`src/rtl/sdm_pkg.sv`:
```
// ****************************************************************
// Constants and types of the door monitor
// ****************************************************************
package sdm_pkg;

   // Bus geometry
   localparam int unsigned AXI_ADDR_W = 4;
   localparam int unsigned AXI_DATA_W = 32;

   // Register byte offsets
   localparam logic [AXI_ADDR_W-1:0] OFS_SERVICE = 4'h0;
   localparam logic [AXI_ADDR_W-1:0] OFS_CONTROL = 4'h4;
   localparam logic [AXI_ADDR_W-1:0] OFS_STATUS  = 4'h8;

   // Bus responses
   localparam logic [1:0] RESP_OKAY   = 2'h0;
   localparam logic [1:0] RESP_SLVERR = 2'h2;

   // Control register fields and reset values
   localparam int unsigned   CTL_OPEN_REQ_BIT = 0;
   localparam int unsigned   CTL_MANUAL_BIT   = 1;
   localparam logic          CTL_OPEN_REQ_RST = 1'h1;
   localparam logic          CTL_MANUAL_RST   = 1'h1;

   // Service byte fields
   localparam int unsigned SVC_RSVD0_BIT   = 0;
   localparam int unsigned SVC_NO_OPEN_BIT = 1;
   localparam int unsigned SVC_NO_CLOSE_BIT = 2;
   localparam int unsigned SVC_PASSIV_BIT  = 3;
   localparam int unsigned SVC_RSVD4_BIT   = 4;
   localparam int unsigned SVC_STUCK_BIT   = 5;
   localparam int unsigned SVC_ACKREQ_BIT  = 6;
   localparam int unsigned SVC_ENABLE_BIT  = 7;
   localparam logic [7:0]  SVC_RST         = 8'h00;

   // Status register fields
   localparam int unsigned STS_STATE_LSB = 5;

   // Stuck confirm button detection time
   localparam int unsigned CLK_FREQ_HZ    = 25_000_000;
   localparam int unsigned STUCK_TIME_US  = 1000;
   localparam int unsigned STUCK_CYCLES   = STUCK_TIME_US * (CLK_FREQ_HZ / 1_000_000);

   typedef enum logic [2:0]
   {
      ST_STARTUP,
      ST_WAIT_OPEN,
      ST_WAIT_CLOSE,
      ST_WAIT_ACK,
      ST_ENABLED
   } sdm_state_type;

endpackage : sdm_pkg

```
`src/rtl/sdm_door_if.sv`:
```
`timescale 1ns/1ps
`default_nettype none
// ****************************************************************
// Signals between the monitor core and its helpers
// ****************************************************************
interface sdm_door_if;
   logic       confirm_rise;
   logic       confirm_stuck;
   logic       need_open;
   logic       need_close;
   logic       passivated;
   logic       ack_request;
   logic       enable;
   logic [7:0] service_byte;

   modport cond
   (
      output confirm_rise,
      output confirm_stuck
   );
   modport svc
   (
      input  need_open,
      input  need_close,
      input  passivated,
      input  confirm_stuck,
      input  ack_request,
      input  enable,
      output service_byte
   );
   modport core
   (
      input  confirm_rise,
      input  confirm_stuck,
      input  service_byte,
      output need_open,
      output need_close,
      output passivated,
      output ack_request,
      output enable
   );
endinterface : sdm_door_if
`default_nettype wire

```
`src/rtl/sdm_confirm_cond.sv`:
```
`timescale 1ns/1ps
`default_nettype none
// ****************************************************************
// Confirm button edge and stuck detection
// ****************************************************************
module sdm_confirm_cond
#(
   parameter int unsigned STUCK_CYCLES = sdm_pkg::STUCK_CYCLES
)
(
   input  wire logic core_clk_i,   // System clock
   input  wire logic resetn_i,     // Async reset, active low
   input  wire logic ce_i,         // Clock enable
   input  wire logic confirm_i,    // Confirm button level
   sdm_door_if.cond  door          // Edge and stuck flags
);
   import sdm_pkg::*;

   localparam int unsigned CNT_W = $clog2(STUCK_CYCLES + 1);
   localparam logic [CNT_W-1:0] CNT_MAX = CNT_W'(STUCK_CYCLES);

   logic             confirm_prev;
   logic [CNT_W-1:0] held_cnt;

   // Previous level starts high so a button held through reset gives no edge
   always_ff @(posedge core_clk_i or negedge resetn_i)
   begin
      if (!resetn_i)
         confirm_prev <= 1'b1;
      else if (ce_i)
         confirm_prev <= confirm_i;
   end

   always_ff @(posedge core_clk_i or negedge resetn_i)
   begin
      if (!resetn_i)
         held_cnt <= '0;
      else if (ce_i)
      begin
         if (!confirm_i)
            held_cnt <= '0;
         else if (held_cnt != CNT_MAX)
            held_cnt <= held_cnt + CNT_W'(1);
      end
   end

   assign door.confirm_rise  = confirm_i & ~confirm_prev;
   assign door.confirm_stuck = (held_cnt == CNT_MAX);

endmodule : sdm_confirm_cond
`default_nettype wire

```
`src/rtl/sdm_service_enc.sv`:
```
`timescale 1ns/1ps
`default_nettype none
// ****************************************************************
// Service byte register
// ****************************************************************
module sdm_service_enc
(
   input  wire logic core_clk_i,   // System clock
   input  wire logic resetn_i,     // Async reset, active low
   input  wire logic ce_i,         // Clock enable
   sdm_door_if.svc   door          // Flags in, byte out
);
   import sdm_pkg::*;

   logic [7:0] next_byte;

   always_comb
   begin
      next_byte = 8'h00;
      next_byte[SVC_RSVD0_BIT] = 1'b0;
      next_byte[SVC_RSVD4_BIT] = 1'b0;
      next_byte[SVC_NO_OPEN_BIT] = door.need_open;
      next_byte[SVC_NO_CLOSE_BIT] = door.need_close;
      next_byte[SVC_PASSIV_BIT] = door.passivated;
      next_byte[SVC_STUCK_BIT] = door.confirm_stuck & ~door.enable;
      next_byte[SVC_ACKREQ_BIT] = door.ack_request;
      next_byte[SVC_ENABLE_BIT] = door.enable;
   end

   always_ff @(posedge core_clk_i or negedge resetn_i)
   begin
      if (!resetn_i)
         door.service_byte <= SVC_RST;
      else if (ce_i)
         door.service_byte <= next_byte;
   end

endmodule : sdm_service_enc
`default_nettype wire

```
`src/rtl/sdm_safety_door_monitor.sv`:
```
`timescale 1ns/1ps
`default_nettype none
// ****************************************************************
// Safety door monitor with AXI4-Lite register access
// ****************************************************************

module sdm_safety_door_monitor
#(
   parameter int unsigned STUCK_CYCLES = sdm_pkg::STUCK_CYCLES
)
(
   input  wire logic                            core_clk_i,            // System clock
   input  wire logic                            resetn_i,              // Async reset, active low
   input  wire logic                            ce_i,                  // Clock enable
   input  wire logic                            switch_a_in_i,         // Opener contact, 1 = closed
   input  wire logic                            switch_b_in_i,         // Closer contact, 1 = closed
   input  wire logic                            switch_a_passivated_i, // Channel A passivated
   input  wire logic                            switch_b_passivated_i, // Channel B passivated
   input  wire logic                            confirm_i,             // Acknowledge button
   output logic                                 door_enable_o,         // 1 = door closed, enabled
   output logic                                 ack_request_o,         // Acknowledge wanted
   output logic [7:0]                           service_info_byte_o,   // Diagnostic byte
   input  wire logic [sdm_pkg::AXI_ADDR_W-1:0]  s_axi_awaddr,          // Write address
   input  wire logic [2:0]                      s_axi_awprot,          // Unused protection
   input  wire logic                            s_axi_awvalid,         // Write address valid
   output logic                                 s_axi_awready,         // Write address ready
   input  wire logic [sdm_pkg::AXI_DATA_W-1:0]  s_axi_wdata,           // Write data
   input  wire logic [3:0]                      s_axi_wstrb,           // Write strobes
   input  wire logic                            s_axi_wvalid,          // Write data valid
   output logic                                 s_axi_wready,          // Write data ready
   output logic [1:0]                           s_axi_bresp,           // Write response
   output logic                                 s_axi_bvalid,          // Write response valid
   input  wire logic                            s_axi_bready,          // Write response ready
   input  wire logic [sdm_pkg::AXI_ADDR_W-1:0]  s_axi_araddr,          // Read address
   input  wire logic [2:0]                      s_axi_arprot,          // Unused protection
   input  wire logic                            s_axi_arvalid,         // Read address valid
   output logic                                 s_axi_arready,         // Read address ready
   output logic [sdm_pkg::AXI_DATA_W-1:0]       s_axi_rdata,           // Read data
   output logic [1:0]                           s_axi_rresp,           // Read response
   output logic                                 s_axi_rvalid,          // Read data valid
   input  wire logic                            s_axi_rready           // Read data ready
);
   import sdm_pkg::*;

   // ****************************************************************
   // Declarations
   // ****************************************************************
   sdm_door_if door ();

   sdm_state_type             state;
   sdm_state_type             next_state;
   logic                      enable;
   logic                      ack_request;
   logic                      open_required_at_startup;
   logic                      manual_confirm_mode;
   logic                      both_closed;
   logic                      both_open;
   logic                      any_open;
   logic                      any_passivated;
   logic                      opened_ok;

   logic                      aw_held;
   logic                      w_held;
   logic [AXI_ADDR_W-1:0]     aw_addr;
   logic [AXI_DATA_W-1:0]     w_data;
   logic [3:0]                w_strb;
   logic                      do_write;
   logic                      ar_take;

   // Register select: 0 none, 1 service, 2 control, 3 status
   function automatic logic [1:0] reg_sel(input logic [AXI_ADDR_W-1:0] addr);
      logic [1:0] sel;
      sel = 2'h0;
      if (addr == OFS_SERVICE)
         sel = 2'h1;
      else if (addr == OFS_CONTROL)
         sel = 2'h2;
      else if (addr == OFS_STATUS)
         sel = 2'h3;
      return sel;
   endfunction : reg_sel

   // ****************************************************************
   // Helpers
   // ****************************************************************
   sdm_confirm_cond
   #(
      .STUCK_CYCLES (STUCK_CYCLES)
   )
   u_confirm
   (
      .core_clk_i (core_clk_i),
      .resetn_i   (resetn_i),
      .ce_i       (ce_i),
      .confirm_i  (confirm_i),
      .door       (door.cond)
   );

   sdm_service_enc u_service
   (
      .core_clk_i (core_clk_i),
      .resetn_i   (resetn_i),
      .ce_i       (ce_i),
      .door       (door.svc)
   );

   // ****************************************************************
   // Door state machine
   // ****************************************************************
   assign both_closed    = switch_a_in_i & switch_b_in_i;
   assign both_open      = ~switch_a_in_i & ~switch_b_in_i;
   assign any_open       = ~switch_a_in_i | ~switch_b_in_i;
   assign any_passivated = switch_a_passivated_i | switch_b_passivated_i;
   // Low from passivation counts as opened
   assign opened_ok      = both_open | (~switch_a_in_i & switch_a_passivated_i)
                                     | (~switch_b_in_i & switch_b_passivated_i);

   always_comb
   begin
      next_state = state;
      unique case (state)
         ST_STARTUP:
         begin
            // Decision waits for both channels to be reintegrated
            if (!any_passivated)
            begin
               if (!open_required_at_startup && both_closed)
                  next_state = ST_ENABLED;
               else
                  next_state = ST_WAIT_OPEN;
            end
         end
         ST_WAIT_OPEN:
         begin
            if (opened_ok)
               next_state = ST_WAIT_CLOSE;
         end
         ST_WAIT_CLOSE:
         begin
            if (both_closed && !any_passivated)
               next_state = ST_WAIT_ACK;
         end
         ST_WAIT_ACK:
         begin
            if (any_open)
               next_state = opened_ok ? ST_WAIT_CLOSE : ST_WAIT_OPEN;
            else if (!manual_confirm_mode || door.confirm_rise)
               next_state = ST_ENABLED;
         end
         ST_ENABLED:
         begin
            if (any_open)
               next_state = opened_ok ? ST_WAIT_CLOSE : ST_WAIT_OPEN;
         end
         default:
            next_state = ST_STARTUP;
      endcase
   end

   always_ff @(posedge core_clk_i or negedge resetn_i)
   begin
      if (!resetn_i)
         state <= ST_STARTUP;
      else if (ce_i)
         state <= next_state;
   end

   always_ff @(posedge core_clk_i or negedge resetn_i)
   begin
      if (!resetn_i)
         enable <= 1'b0;
      else if (ce_i)
         enable <= (next_state == ST_ENABLED);
   end

   always_ff @(posedge core_clk_i or negedge resetn_i)
   begin
      if (!resetn_i)
         ack_request <= 1'b0;
      else if (ce_i)
         ack_request <= (next_state == ST_WAIT_ACK);
   end

   // Gated by switches so opening acts in the same cycle
   assign door_enable_o  = enable & both_closed;
   assign ack_request_o  = ack_request;

   assign door.enable      = door_enable_o;
   assign door.ack_request = ack_request;
   assign door.passivated  = any_passivated;
   assign door.need_open   = (state == ST_WAIT_OPEN)
                           | ((state == ST_STARTUP) & open_required_at_startup);
   assign door.need_close  = (state == ST_STARTUP) | (state == ST_WAIT_OPEN)
                           | (state == ST_WAIT_CLOSE);

   // Diagnostic only, never feeds the enable path
   assign service_info_byte_o = door.service_byte;

   // ****************************************************************
   // AXI4-Lite write channel
   // ****************************************************************
   // Ready gated by ce_i so no beat is taken while frozen
   assign s_axi_awready = ce_i & ~aw_held & ~s_axi_bvalid;
   assign s_axi_wready  = ce_i & ~w_held & ~s_axi_bvalid;
   assign do_write      = ce_i & aw_held & w_held & ~s_axi_bvalid;

   always_ff @(posedge core_clk_i or negedge resetn_i)
   begin
      if (!resetn_i)
      begin
         aw_held <= 1'b0;
         aw_addr <= '0;
      end
      else if (s_axi_awvalid && s_axi_awready)
      begin
         aw_held <= 1'b1;
         aw_addr <= s_axi_awaddr;
      end
      else if (do_write)
         aw_held <= 1'b0;
   end

   always_ff @(posedge core_clk_i or negedge resetn_i)
   begin
      if (!resetn_i)
      begin
         w_held <= 1'b0;
         w_data <= '0;
         w_strb <= 4'h0;
      end
      else if (s_axi_wvalid && s_axi_wready)
      begin
         w_held <= 1'b1;
         w_data <= s_axi_wdata;
         w_strb <= s_axi_wstrb;
      end
      else if (do_write)
         w_held <= 1'b0;
   end

   always_ff @(posedge core_clk_i or negedge resetn_i)
   begin
      if (!resetn_i)
      begin
         open_required_at_startup <= CTL_OPEN_REQ_RST;
         manual_confirm_mode      <= CTL_MANUAL_RST;
      end
      else if (do_write && reg_sel(aw_addr) == 2'h2 && w_strb[0])
      begin
         open_required_at_startup <= w_data[CTL_OPEN_REQ_BIT];
         manual_confirm_mode      <= w_data[CTL_MANUAL_BIT];
      end
   end

   always_ff @(posedge core_clk_i or negedge resetn_i)
   begin
      if (!resetn_i)
      begin
         s_axi_bvalid <= 1'b0;
         s_axi_bresp  <= RESP_OKAY;
      end
      else if (do_write)
      begin
         s_axi_bvalid <= 1'b1;
         s_axi_bresp  <= (reg_sel(aw_addr) == 2'h0) ? RESP_SLVERR : RESP_OKAY;
      end
      else if (ce_i && s_axi_bready)
         s_axi_bvalid <= 1'b0;
   end

   // ****************************************************************
   // AXI4-Lite read channel
   // ****************************************************************
   assign s_axi_arready = ce_i & ~s_axi_rvalid;
   assign ar_take       = s_axi_arvalid & s_axi_arready;

   always_ff @(posedge core_clk_i or negedge resetn_i)
   begin
      if (!resetn_i)
      begin
         s_axi_rvalid <= 1'b0;
         s_axi_rdata  <= '0;
         s_axi_rresp  <= RESP_OKAY;
      end
      else if (ar_take)
      begin
         s_axi_rvalid <= 1'b1;
         s_axi_rresp  <= RESP_OKAY;
         unique case (reg_sel(s_axi_araddr))
            2'h1:
               s_axi_rdata <= {24'h000000, door.service_byte};
            2'h2:
               s_axi_rdata <= {30'h00000000, manual_confirm_mode, open_required_at_startup};
            2'h3:
               s_axi_rdata <= {24'h000000, state, confirm_i, switch_b_passivated_i,
                               switch_a_passivated_i, switch_b_in_i, switch_a_in_i};
            2'h0:
            begin
               s_axi_rdata <= '0;
               s_axi_rresp <= RESP_SLVERR;
            end
         endcase
      end
      else if (ce_i && s_axi_rready)
         s_axi_rvalid <= 1'b0;
   end

endmodule : sdm_safety_door_monitor
`default_nettype wire

```
`config.mk`:
```
export PLATFORM = sky130hd
export DESIGN_NAME = sdm_safety_door_monitor
export DESIGN_NICKNAME = d
export VERILOG_FILES = /design/src/rtl/sdm_pkg.sv /design/src/rtl/sdm_door_if.sv /design/src/rtl/sdm_confirm_cond.sv /design/src/rtl/sdm_service_enc.sv /design/src/rtl/sdm_safety_door_monitor.sv
export SDC_FILE = /design/constraint.sdc
export NUM_CORES = 1
export LEC_CHECK = 0
export BUFFER_PORTS_ARGS = -buffer_cell sky130_fd_sc_hd__buf_4
export CORE_MARGIN = 3
export CORE_UTILIZATION = 30
export CTS_BUF_LIST = sky130_fd_sc_hd__clkbuf_8
export DETAILED_ROUTE_END_ITERATION = 8
export PLACE_DENSITY = 0.64
export SLEW_MARGIN = 5
export SYNTH_ARGS = -nofsm -noshare
export SYNTH_HDL_FRONTEND = slang
export SYNTH_SLANG_ARGS = --single-unit
```
`constraint.sdc`:
```
create_clock -name core_clk_i -period 2 [get_ports core_clk_i]
set_input_delay 0.1 -clock core_clk_i [delete_from_list [all_inputs] [get_ports core_clk_i]]
set_output_delay 0.1 -clock core_clk_i [all_outputs]
set_load 0.05 [all_outputs]
```
==> flow_summary.toml, run 1 <==
[drt]
drt_wl_total_um = 5594
drcViolationCount = 0
drt_iter0_markers = 104
dr.pass1.iters = 4
ant_nets = 0
wire_per_inst_um = 12.95
via_count = 2052
viasPerCell = 4.750

[yosys]
ys_seq_area_share_pct = 46.41
netlist_instances = 278
yosysUniqueCellTypes = 56
syn-cell-area_um2 = 2704
synth_area_leaders = "dfrtp_1, buf_4, mux2_2"
synth_area_per_cell_um2 = 9.726
synth_compound_area_share_pct = 13.93
synth_top_family_by_area = "simple AND/OR/NAND/NOR gates"
yosysWarningCount = 0
synth_xor_area_share_pct = 2.591
yosys.area.top_type = "dfrtp_1"
ys_ff_latch = 50
synth_fa_ha_area_share_pct = 0.9255
synth_flop_cell = "dfrtp_1"
yosysTopAreaCellShare_pct = 43.50
synth_edf_count = 0
yosys.area_share.simple_pct = 18.70
synth_mux_area_share_pct = 5.784
async_reset_ff_share_pct = 100.0

[timing]
setup_ws_ns = 0.2855
fin_crit_ns = 1.715
setup_viol = 0
min_period_over_period_pct = 85.73
relSlewSlack_pct = 58.74
slew_violations = 0
tightest_slew_ns = 0.6189
clock_skew_ns = 0.007505
max_freq_mhz = 583.3
hold_viol = 0
rsz0062_at_grt = "false"
hold_ws_ns = 0.02754

[setup_path]
arrival_ns = 1.90
worstSetupPathType = "reg2reg"
cp_top_family = "simple AND/OR/NAND/NOR gates"
critPathSlowestCell = "dfrtp_1"
crit_fanout = 5
crit_required_ns = 2.19
slowest_delay_ns = 0.43
crit_chain = "inv_1 -> ha_1 -> nor4bb_1 -> nand4_1 -> nor2b_1 -> mux2_2"
endpoint_kind = "flip-flop"
cp_num_buf_inv = 1
start_kind = "flip-flop"

[job]
max-cap-violations = 0

[place]
gp_congestion = 0.8025
pre_cts_ws_ns = 0.2962
placed_cells = 423
place_hpwl_um = 4096
portBuffers = 46

[layout]
nNetsFinal = 388
diodes = 0
stdcell_count = 432
drive_gt1_share_pct = 25.00
syn2layout_area_growth_pct = 17.08

[pwr]
power_density_nw_per_um2 = 978.4
vdd_ir_drop_max_mv = 0.6779
total_power_mw = 3.097
power_leakage_nw = 1.433

[clocking]
clkSlewWorstSetupHoldPaths_ns = 0.09
cts_max_level = 2
cts_tree = "done"
post_cts_resized = 0
cts.sink_count = 50
cts-root-buf = "clkbuf_8"
clk_latency_ns = 0.30
cts_made_buffers = 5
clock_path_buffers = 2

[floorplan]
dieArea_um2 = 10190
die_w_um = 100.9
initial_core_util_pct = 31.00
core_area_um2 = 8721
std_cell_rows = 34
die_h_um = 100.9
pin_count = 114

[grt]
grt_pass1_wl_um = 9266
overflow = 0
grt_usage_pct = 11.16
grt_max_degree = 51
antenna_found_initial = 0
grt_pass1_vias = 1925

[outcome]
status = "completed"

[hold_path]
hp-class = "in2reg"
## final timing paths
| path | start | to | slack (ns) | cells past startpoint |
|---|---|---|---|---|
| worst max-delay path | u_confirm.held_cnt[0]$_DFFE_PN0P_ | u_confirm.held_cnt[0]$_DFFE_PN0P_ | 0.29 | 6 |
| worst min-delay path | s_axi_wstrb[0] | w_strb[0]$_DFFE_PN0P_ | 0.03 | 2 |
| worst max register to register | u_confirm.held_cnt[0]$_DFFE_PN0P_ | u_confirm.held_cnt[0]$_DFFE_PN0P_ | 0.29 | 6 |
| worst min register to register | s_axi_rdata[3]$_DFFE_PN0P_ | s_axi_rdata[3]$_DFFE_PN0P_ | 0.49 | 2 |
| max in group asynchronous | resetn_i | s_axi_rdata[4]$_DFFE_PN0P_ | 1.22 | 2 |
| min in group asynchronous | resetn_i | aw_addr[3]$_DFFE_PN0P_ | 0.36 | 2 |
## per-stage QoR
stage / setup TNS (ns) / instance area, um2 / util [%]
2_1_floorplan: -0.0003446 / 2820 / -
3_3_place_gp: 0 / 3049 / 34.96
3_5_place_dp: 0 / 3049 / 34.96
4_1_cts: 0 / 3166 / 36.30
5_1_grt: 0 / 3166 / 36.30
6_report: 0 / 3166 / 36.30
## area by class of cell
class                           count  area [um2]
Sequential cell                    50        1255
Timing Repair Buffer               48       362.8
Fill cell                         870        5555
Tap cell                          108       135.1
Clock inverter                      3       37.54
Clock buffer                        5       68.82
Multi-Input combinational cell    204        1254
Inverter                           14       52.55
## Yosys cell counts, types with 3 or more instances
cell / n
xor2_1: 3
o31ai_1: 3
nor2b_1: 3
nand2b_1: 5
a211oi_1: 3
nand2_1: 26
nand3_1: 9
or3_1: 3
clkbuf_1: 3
nor3_1: 5
nor2_1: 20
dfstp_2: 3
o21ai_0: 20
mux2_2: 13
buf_4: 29
and2_1: 3
a22oi_1: 5
xnor2_1: 5
a21oi_1: 11
inv_1: 13
dfrtp_1: 47
a22o_1: 4
buf_2: 3
## per-layer routing
layer	track usage, %	wire (um)	vias up	part of all wire [%]
met5	0	0	-	0
met4	3.067	61	0	1.1
met3	2.837	413	4	7.4
met2	17.16	2483	77	44
met1	15.59	2634	966	47
li1	-	-	1005	-
## worst register-to-register path: stages, from the launching register on
cell	delay [ns]
dfrtp_1	0.43
inv_1	0.07
ha_1	0.13
nor4bb_1	0.28
nand4_1	0.23
nor2b_1	0.21
mux2_2	0.26
## flip-flops by register name (all words and copies together), names as in the netlist, 2 cells and up
| name | flops |
|---|---|
| u_confirm.held_cnt | 15 |
| s_axi_rdata | 8 |
| w_data | 2 |
| aw_addr | 4 |
| state | 3 |
| u_service.door.service_byte | 6 |
## kinds of logic after synthesis
kind of cell | count (synthesis)
simple gates | 93
buf+inv | 51
xor+xnor | 8
other cells | 1
fa+ha+maj | 2
flops | 50
compound gates | 59
mux | 14
## repair_timing
action / 4_1_cts / 5_1_grt
hold endpoints to repair: 47 / 0
hold buffers: 1 / 0
buffers inserted: 0 / 0
## power by group
part / internal (mW) / switching (mW)
sequential: 1.22 / 0.209
combinational: 0.351 / 0.632
clock: 0.364 / 0.317
total: 1.94 / 1.16
## cell usage in the layout, fill, tap and decap left out, types with 4 or more instances in the layout
cell type	count
nor2_1	18
inv_1	15
clkbuf_8	5
a21oi_1	11
mux2_2	13
nand2_1	26
conb_1	28
a22o_1	4
nand2b_1	5
dfrtp_1	47
o21ai_0	20
nor3_1	5
a22oi_1	5
nand3_1	9
buf_4	47
xnor2_1	5
(Power assumes the default switching activity.)
==> inputs of run 2 (changes only) <==
ABC_AREA = 1   (was default)
ABC_CLOCK_PERIOD_IN_PS = 2000   (was default)
PLACE_DENSITY = 0.63   (was 0.64)
==> run 2 against run 1 <==
Via count rose by 23%; total power rose by 6.1%; clock power rose by 24%; core utilization rose by 0.58 points; synthesized cell count rose by 41%; count of clock-buffer cells in the layout did not move; hold slack barely moved; critical path depth rose by 3; clock skew rose by 0.0013 ns; design area rose by 9.7%; setup slack improved by 0.0088 ns; critical endpoint is now u_confirm.held_cnt[7]$_DFFE_PN0P_; largest power group unchanged.
==> flow_summary.toml, run 2 <==
[outcome]
status = "completed"

[drt]
ant_nets = 0
dr.pass1.iters = 4
wire_per_inst_um = 10.79
drt_wl_total_um = 6142
via_count = 2515
drcViolationCount = 0
viasPerCell = 4.420
drt_iter0_markers = 82

[place]
pre_cts_ws_ns = 0.2851
place_hpwl_um = 4720
gp_congestion = 0.9432
placed_area_um2 = 3324
portBuffers = 46

[yosys]
synth_edf_count = 0
yosysMostFrequentCell = "nand2_1"
ys_seq_area_share_pct = 42.25
synth_common_cells = "nand2_1, dfrtp_1, inv_1"
ys_ff_latch = 50
synth_flop_cell = "dfrtp_1"
synth_area_leaders = "dfrtp_1, nand2_1, buf_4"
synth_fa_ha_area_share_pct = 0.8425
netlist_instances = 391
yosysTopAreaCellShare_pct = 39.60
yosysUniqueCellTypes = 36
yosys.area.top_type = "dfrtp_1"
synth_compound_area_share_pct = 10.95
async_reset_ff_share_pct = 100.0
yosysWarningCount = 0
synth_mux_area_share_pct = 0.5055
synth_xor_area_share_pct = 1.179
synth_area_per_cell_um2 = 7.597
syn-cell-area_um2 = 2970
synth_top_family_by_area = "simple AND/OR/NAND/NOR gates"
yosys.area_share.simple_pct = 29.02

[grt]
grt_usage_pct = 11.25
grt_pass1_vias = 2282
grt_pass1_wl_um = 10560
antenna_found_initial = 0
overflow = 0
grt_max_degree = 51

[timing]
clock_skew_ns = 0.008799
tightest_slew_ns = 0.6334
setup_ws_ns = 0.2943
slew_violations = 0
setup_viol = 0
min_period_over_period_pct = 85.28
hold_viol = 0
rsz0062_at_grt = "false"
max_freq_mhz = 586.3
totalNegativeSetupSlack_ns = 0
relSlewSlack_pct = 57.78
fin_crit_ns = 1.706
hold_ws_ns = 0.02799

[setup_path]
slowest_delay_ns = 0.48
crit_fanout = 24
reg2reg_from = "u_confirm.held_cnt[0]$_DFFE_PN0P_"
crit_path_frequent_cell = "nand2_1"
cp_top_family = "simple AND/OR/NAND/NOR gates"
rrSetupSlack_ns = 0.29
crit_required_ns = 2.20
crit_chain = "inv_1 -> ha_1 -> nand4_1 -> nor2_2 -> nand3_2 -> nand2_4 -> inv_2 -> nand2_1 -> nand2_1"
critPathSlowestCell = "dfrtp_1"
endpoint_kind = "flip-flop"
worstSetupPathType = "reg2reg"
start_kind = "flip-flop"
arrival_ns = 1.91
r2r_end = "u_confirm.held_cnt[7]$_DFFE_PN0P_"
r2r.worst_path.cells = 9
cp_num_buf_inv = 2

[layout]
nFillCells = 993
drive_gt1_share_pct = 19.09
post-route-cell-area_um2 = 3472
fin_util_pct = 36.88
syn2layout_area_growth_pct = 16.89
layout_common_cells = "nand2_1, buf_4, dfrtp_1, inv_1, nor2_1"
final_common_cell = "nand2_1"
largest_reg_flops = 15
diodes = 0
largestRegisters = "u_confirm.held_cnt (15), s_axi_rdata (8), u_service.door.service_byte (6)"
nNetsFinal = 504
top_register = "u_confirm.held_cnt"

[clocking]
cts.sink_count = 50
cts_made_buffers = 5
post_cts_resized = 0
cts_max_level = 2
clk_latency_ns = 0.30
cts-root-buf = "clkbuf_8"
clock_path_buffers = 2
cts_tree = "done"
clkSlewWorstSetupHoldPaths_ns = 0.09

[hold_path]
hp-class = "in2reg"
holdCritStartpoint = "s_axi_awaddr[3]"
min_to = "aw_addr[3]$_DFFE_PN0P_"
holdPathStages = 2

[floorplan]
die_h_um = 105.5
initial_core_util_pct = 31.55
die_w_um = 105.5
dieArea_um2 = 11130
core_area_um2 = 9415
pin_count = 114
std_cell_rows = 35

[pwr]
vdd_ir_drop_max_mv = 0.5377
power_density_nw_per_um2 = 946.3
power_leakage_nw = 1.732

[job]
max-cap-violations = 0
==> run 2: per-layer routing <==
| metal | up-vias | track usage (%) | routed length, um |
|---|---|---|---|
| met5 | - | 0 | 0 |
| met4 | 0 | 2.775 | 38 |
| met3 | 4 | 2.572 | 387 |
| met2 | 77 | 17.12 | 2639 |
| met1 | 1144 | 16.16 | 3076 |
| li1 | 1290 | - | - |
==> run 2: how the worst max path moves through the flow <==
stage	start	to	slack (ns)	cells after the start
floorplan	s_axi_rvalid$_DFFE_PN0P_	s_axi_rdata[4]$_DFFE_PN0P_	0.04	5
global placement	u_confirm.held_cnt[0]$_DFFE_PN0P_	u_confirm.held_cnt[8]$_DFFE_PN0P_	0.31	9
detailed placement	u_confirm.held_cnt[0]$_DFFE_PN0P_	u_confirm.held_cnt[5]$_DFFE_PN0P_	0.29	9
CTS	u_confirm.held_cnt[0]$_DFFE_PN0P_	u_confirm.held_cnt[7]$_DFFE_PN0P_	0.27	9
global route	u_confirm.held_cnt[0]$_DFFE_PN0P_	u_confirm.held_cnt[6]$_DFFE_PN0P_	0.13	8
finish	u_confirm.held_cnt[0]$_DFFE_PN0P_	u_confirm.held_cnt[7]$_DFFE_PN0P_	0.29	9
==> run 2: cell type report <==
class                   instances  area [um2]  area share [%]
well taps                     129       161.4           4.649
clock buffers                   5       68.82           1.982
flip-flops and latches         50        1255           36.14
inverters                      48       180.2           5.189
repair buffers                 49       370.4           10.67
multi-input cells             285        1368           39.39
clock inverters                 3       68.82           1.982
==> run 2: cell families after synthesis <==
group,count (synthesis)
XOR/XNOR,4
AND/OR/NAND/NOR,197
other,1
adder cells (fa/ha/maj),2
multiplexers,1
flip-flops,50
buffers and inverters,83
AO/OA/AOI/OAI,53
==> run 2: where the power goes <==
part           leakage [nW]  internal, mW  switching (mW)
clock                0.0683         0.501           0.344
combinational          1.03         0.320           0.778
sequential            0.637          1.20           0.140
==> run 2: what timing repair did <==
action,4_1_cts,5_1_grt
hold buffers,1,0
buffers inserted,0,0
endpoints found under the hold margin,47,0
==> run 2: per-stage QoR <==
step,instances,total power [mW]
after floorplan,418,2.208
after detailed placement,560,2.470
after CTS,569,3.337
after global placement,560,2.447
after global routing,569,3.499
final,569,3.286
==> inputs of run 3 (changes only) <==
CORE_UTILIZATION = 50   (was 30)
PLACE_DENSITY = 0.91   (was 0.63)
==> run 3 against run 2 <==
Maximum frequency increased by 0.11%; design area fell by 3.1%; clock power down 18%; combinational power barely moved; first-iteration DRC count up 140%; critical endpoint unchanged; largest cell class unchanged.
==> flow_summary.toml, run 3 (synthesis results as in run 2) <==
[layout]
stdcell_count = 511
largest_reg_flops = 15
nFillCells = 500
post-route-cell-area_um2 = 3364
syn2layout_area_growth_pct = 13.27
top_register = "u_confirm.held_cnt"
nNetsFinal = 503
layout_common_cells = "nand2_1, dfrtp_1, buf_4, inv_1, nor2_1"
fin_util_pct = 59.64
drive_gt1_share_pct = 18.91
final_common_cell = "nand2_1"
largestRegisters = "u_confirm.held_cnt (15), s_axi_rdata (8), u_service.door.service_byte (6)"
diodes = 0

[pwr]
vdd_ir_drop_max_mv = 0.7955
power_leakage_nw = 1.717
swShare_pct = 39.97
power_frac_clock_pct = 22.1
p_comb_share_pct = 35.3
intPower_mw = 1.889
switching_power_mw = 1.258
p_seq_share_pct = 42.6
power_density_nw_per_um2 = 935.4

[timing]
relSlewSlack_pct = 59.04
hold_viol = 0
tightest_slew_ns = 0.6144
max_freq_mhz = 586.9
hold_ws_ns = 0.02938
fin_crit_ns = 1.704
slew_violations = 0
rsz0062_at_grt = "false"
clock_skew_ns = 0.002888
min_period_over_period_pct = 85.19
totalNegativeSetupSlack_ns = 0
setup_viol = 0

[clocking]
cts.sink_count = 50
clock_path_buffers = 2
cts_max_level = 2
clkSlewWorstSetupHoldPaths_ns = 0.09
cts-root-buf = "clkbuf_8"
cts_made_buffers = 5
cts_tree = "done"
clk_latency_ns = 0.30

[floorplan]
dieArea_um2 = 6901
std_cell_rows = 27
die_w_um = 83.08
die_h_um = 83.08
core_area_um2 = 5642
pin_count = 114
initial_core_util_pct = 52.65

[setup_path]
crit_required_ns = 2.19
endpoint_kind = "flip-flop"
start_kind = "flip-flop"
worstSetupPathType = "reg2reg"
crit_fanout = 24
arrival_ns = 1.90

[drt]
drcViolationCount = 0
dr.pass1.iters = 5
wire_per_inst_um = 11.94
drt_iter0_markers = 200
ant_nets = 0
via_count = 2548
viasPerCell = 4.986
drt_wl_total_um = 6100

[place]
gp_congestion = 0.8886
place_hpwl_um = 4632
placed_cells = 502
portBuffers = 46
placed_area_um2 = 3246

[grt]
grt_pass1_vias = 2415
antenna_found_initial = 0
grt_max_degree = 51
overflow = 0
grt_usage_pct = 18.58
grt_pass1_wl_um = 10740

[job]
max-cap-violations = 0

[outcome]
status = "completed"

[hold_path]
hp-class = "in2reg"
-- run 3: cell types whose count changed in the layout (fill, tap and decap cells not counted) --
cell / previous run / this run
bufinv_16: 2 / 1
clkinv_4: 1 / 0
clkinv_2: 0 / 2
buf_4: 48 / 47
-- run 3: area by class of cell --
class	instances	area (um2)	share of cell area, %
multi-input combinational	285	1368	40.65
sequential	50	1255	37.30
timing repair buffer	48	362.8	10.78
inverter	48	180.2	5.355
tap	72	90.09	2.678
clock buffer	5	68.82	2.045
clock inverter	3	40.04	1.190
-- run 3: routing by layer --
layer,global-route usage [%],part of all wire (%),up-vias
li1,-,-,1280
met1,23.79,45,1165
met2,31.56,47,99
met3,5.159,7.2,4
met4,3.715,0.70,0
met5,0,0,-
-- run 3: timing repair --
action / in CTS / in global routing
setup buffers: 0 / 0
hold buffers: 1 / 0
gates resized for setup: 0 / 0
endpoints found under the hold margin: 47 / 0
-- run 3: final timing paths --
| path | startpoint | end | slack (ns) | cells past startpoint |
|---|---|---|---|---|
| setup / recovery | u_confirm.held_cnt[0]$_DFFE_PN0P_ | u_confirm.held_cnt[7]$_DFFE_PN0P_ | 0.30 | 9 |
| max in group asynchronous | resetn_i | u_confirm.held_cnt[10]$_DFFE_PN0P_ | 1.24 | 2 |
| hold / removal | s_axi_awaddr[3] | aw_addr[3]$_DFFE_PN0P_ | 0.03 | 2 |
| setup reg to reg | u_confirm.held_cnt[0]$_DFFE_PN0P_ | u_confirm.held_cnt[7]$_DFFE_PN0P_ | 0.30 | 9 |
| min in group asynchronous | resetn_i | aw_addr[0]$_DFFE_PN0P_ | 0.35 | 2 |
| hold reg to reg | s_axi_rdata[5]$_DFFE_PN0P_ | s_axi_rdata[5]$_DFFE_PN0P_ | 0.49 | 2 |
-- run 3: power groups by stage --
stage	registers, mW	logic [mW]	clock network, mW
after floorplan	1.54	0.668	0
after global placement	1.35	1.08	0
after detailed placement	1.36	1.11	0
after CTS	1.34	1.12	0.714
after global routing	1.37	1.21	0.761
final	1.34	1.11	0.696
-- run 3: worst max-delay path: stages (launching register included) --
cell	delay, ns
dfrtp_1	0.48
inv_1	0.13
ha_1	0.16
nand4_1	0.10
nor2_2	0.16
nand3_2	0.10
nand2_4	0.25
inv_2	0.10
nand2_1	0.07
nand2_1	0.05
-- run 3: through the flow --
stage                     power, mW  setup slack [ns]
after floorplan               2.208           0.04196
after global placement        2.432            0.3503
after detailed placement      2.466            0.3051
after CTS                     3.166            0.2920
after global routing          3.340            0.1380
final                         3.147            0.2962
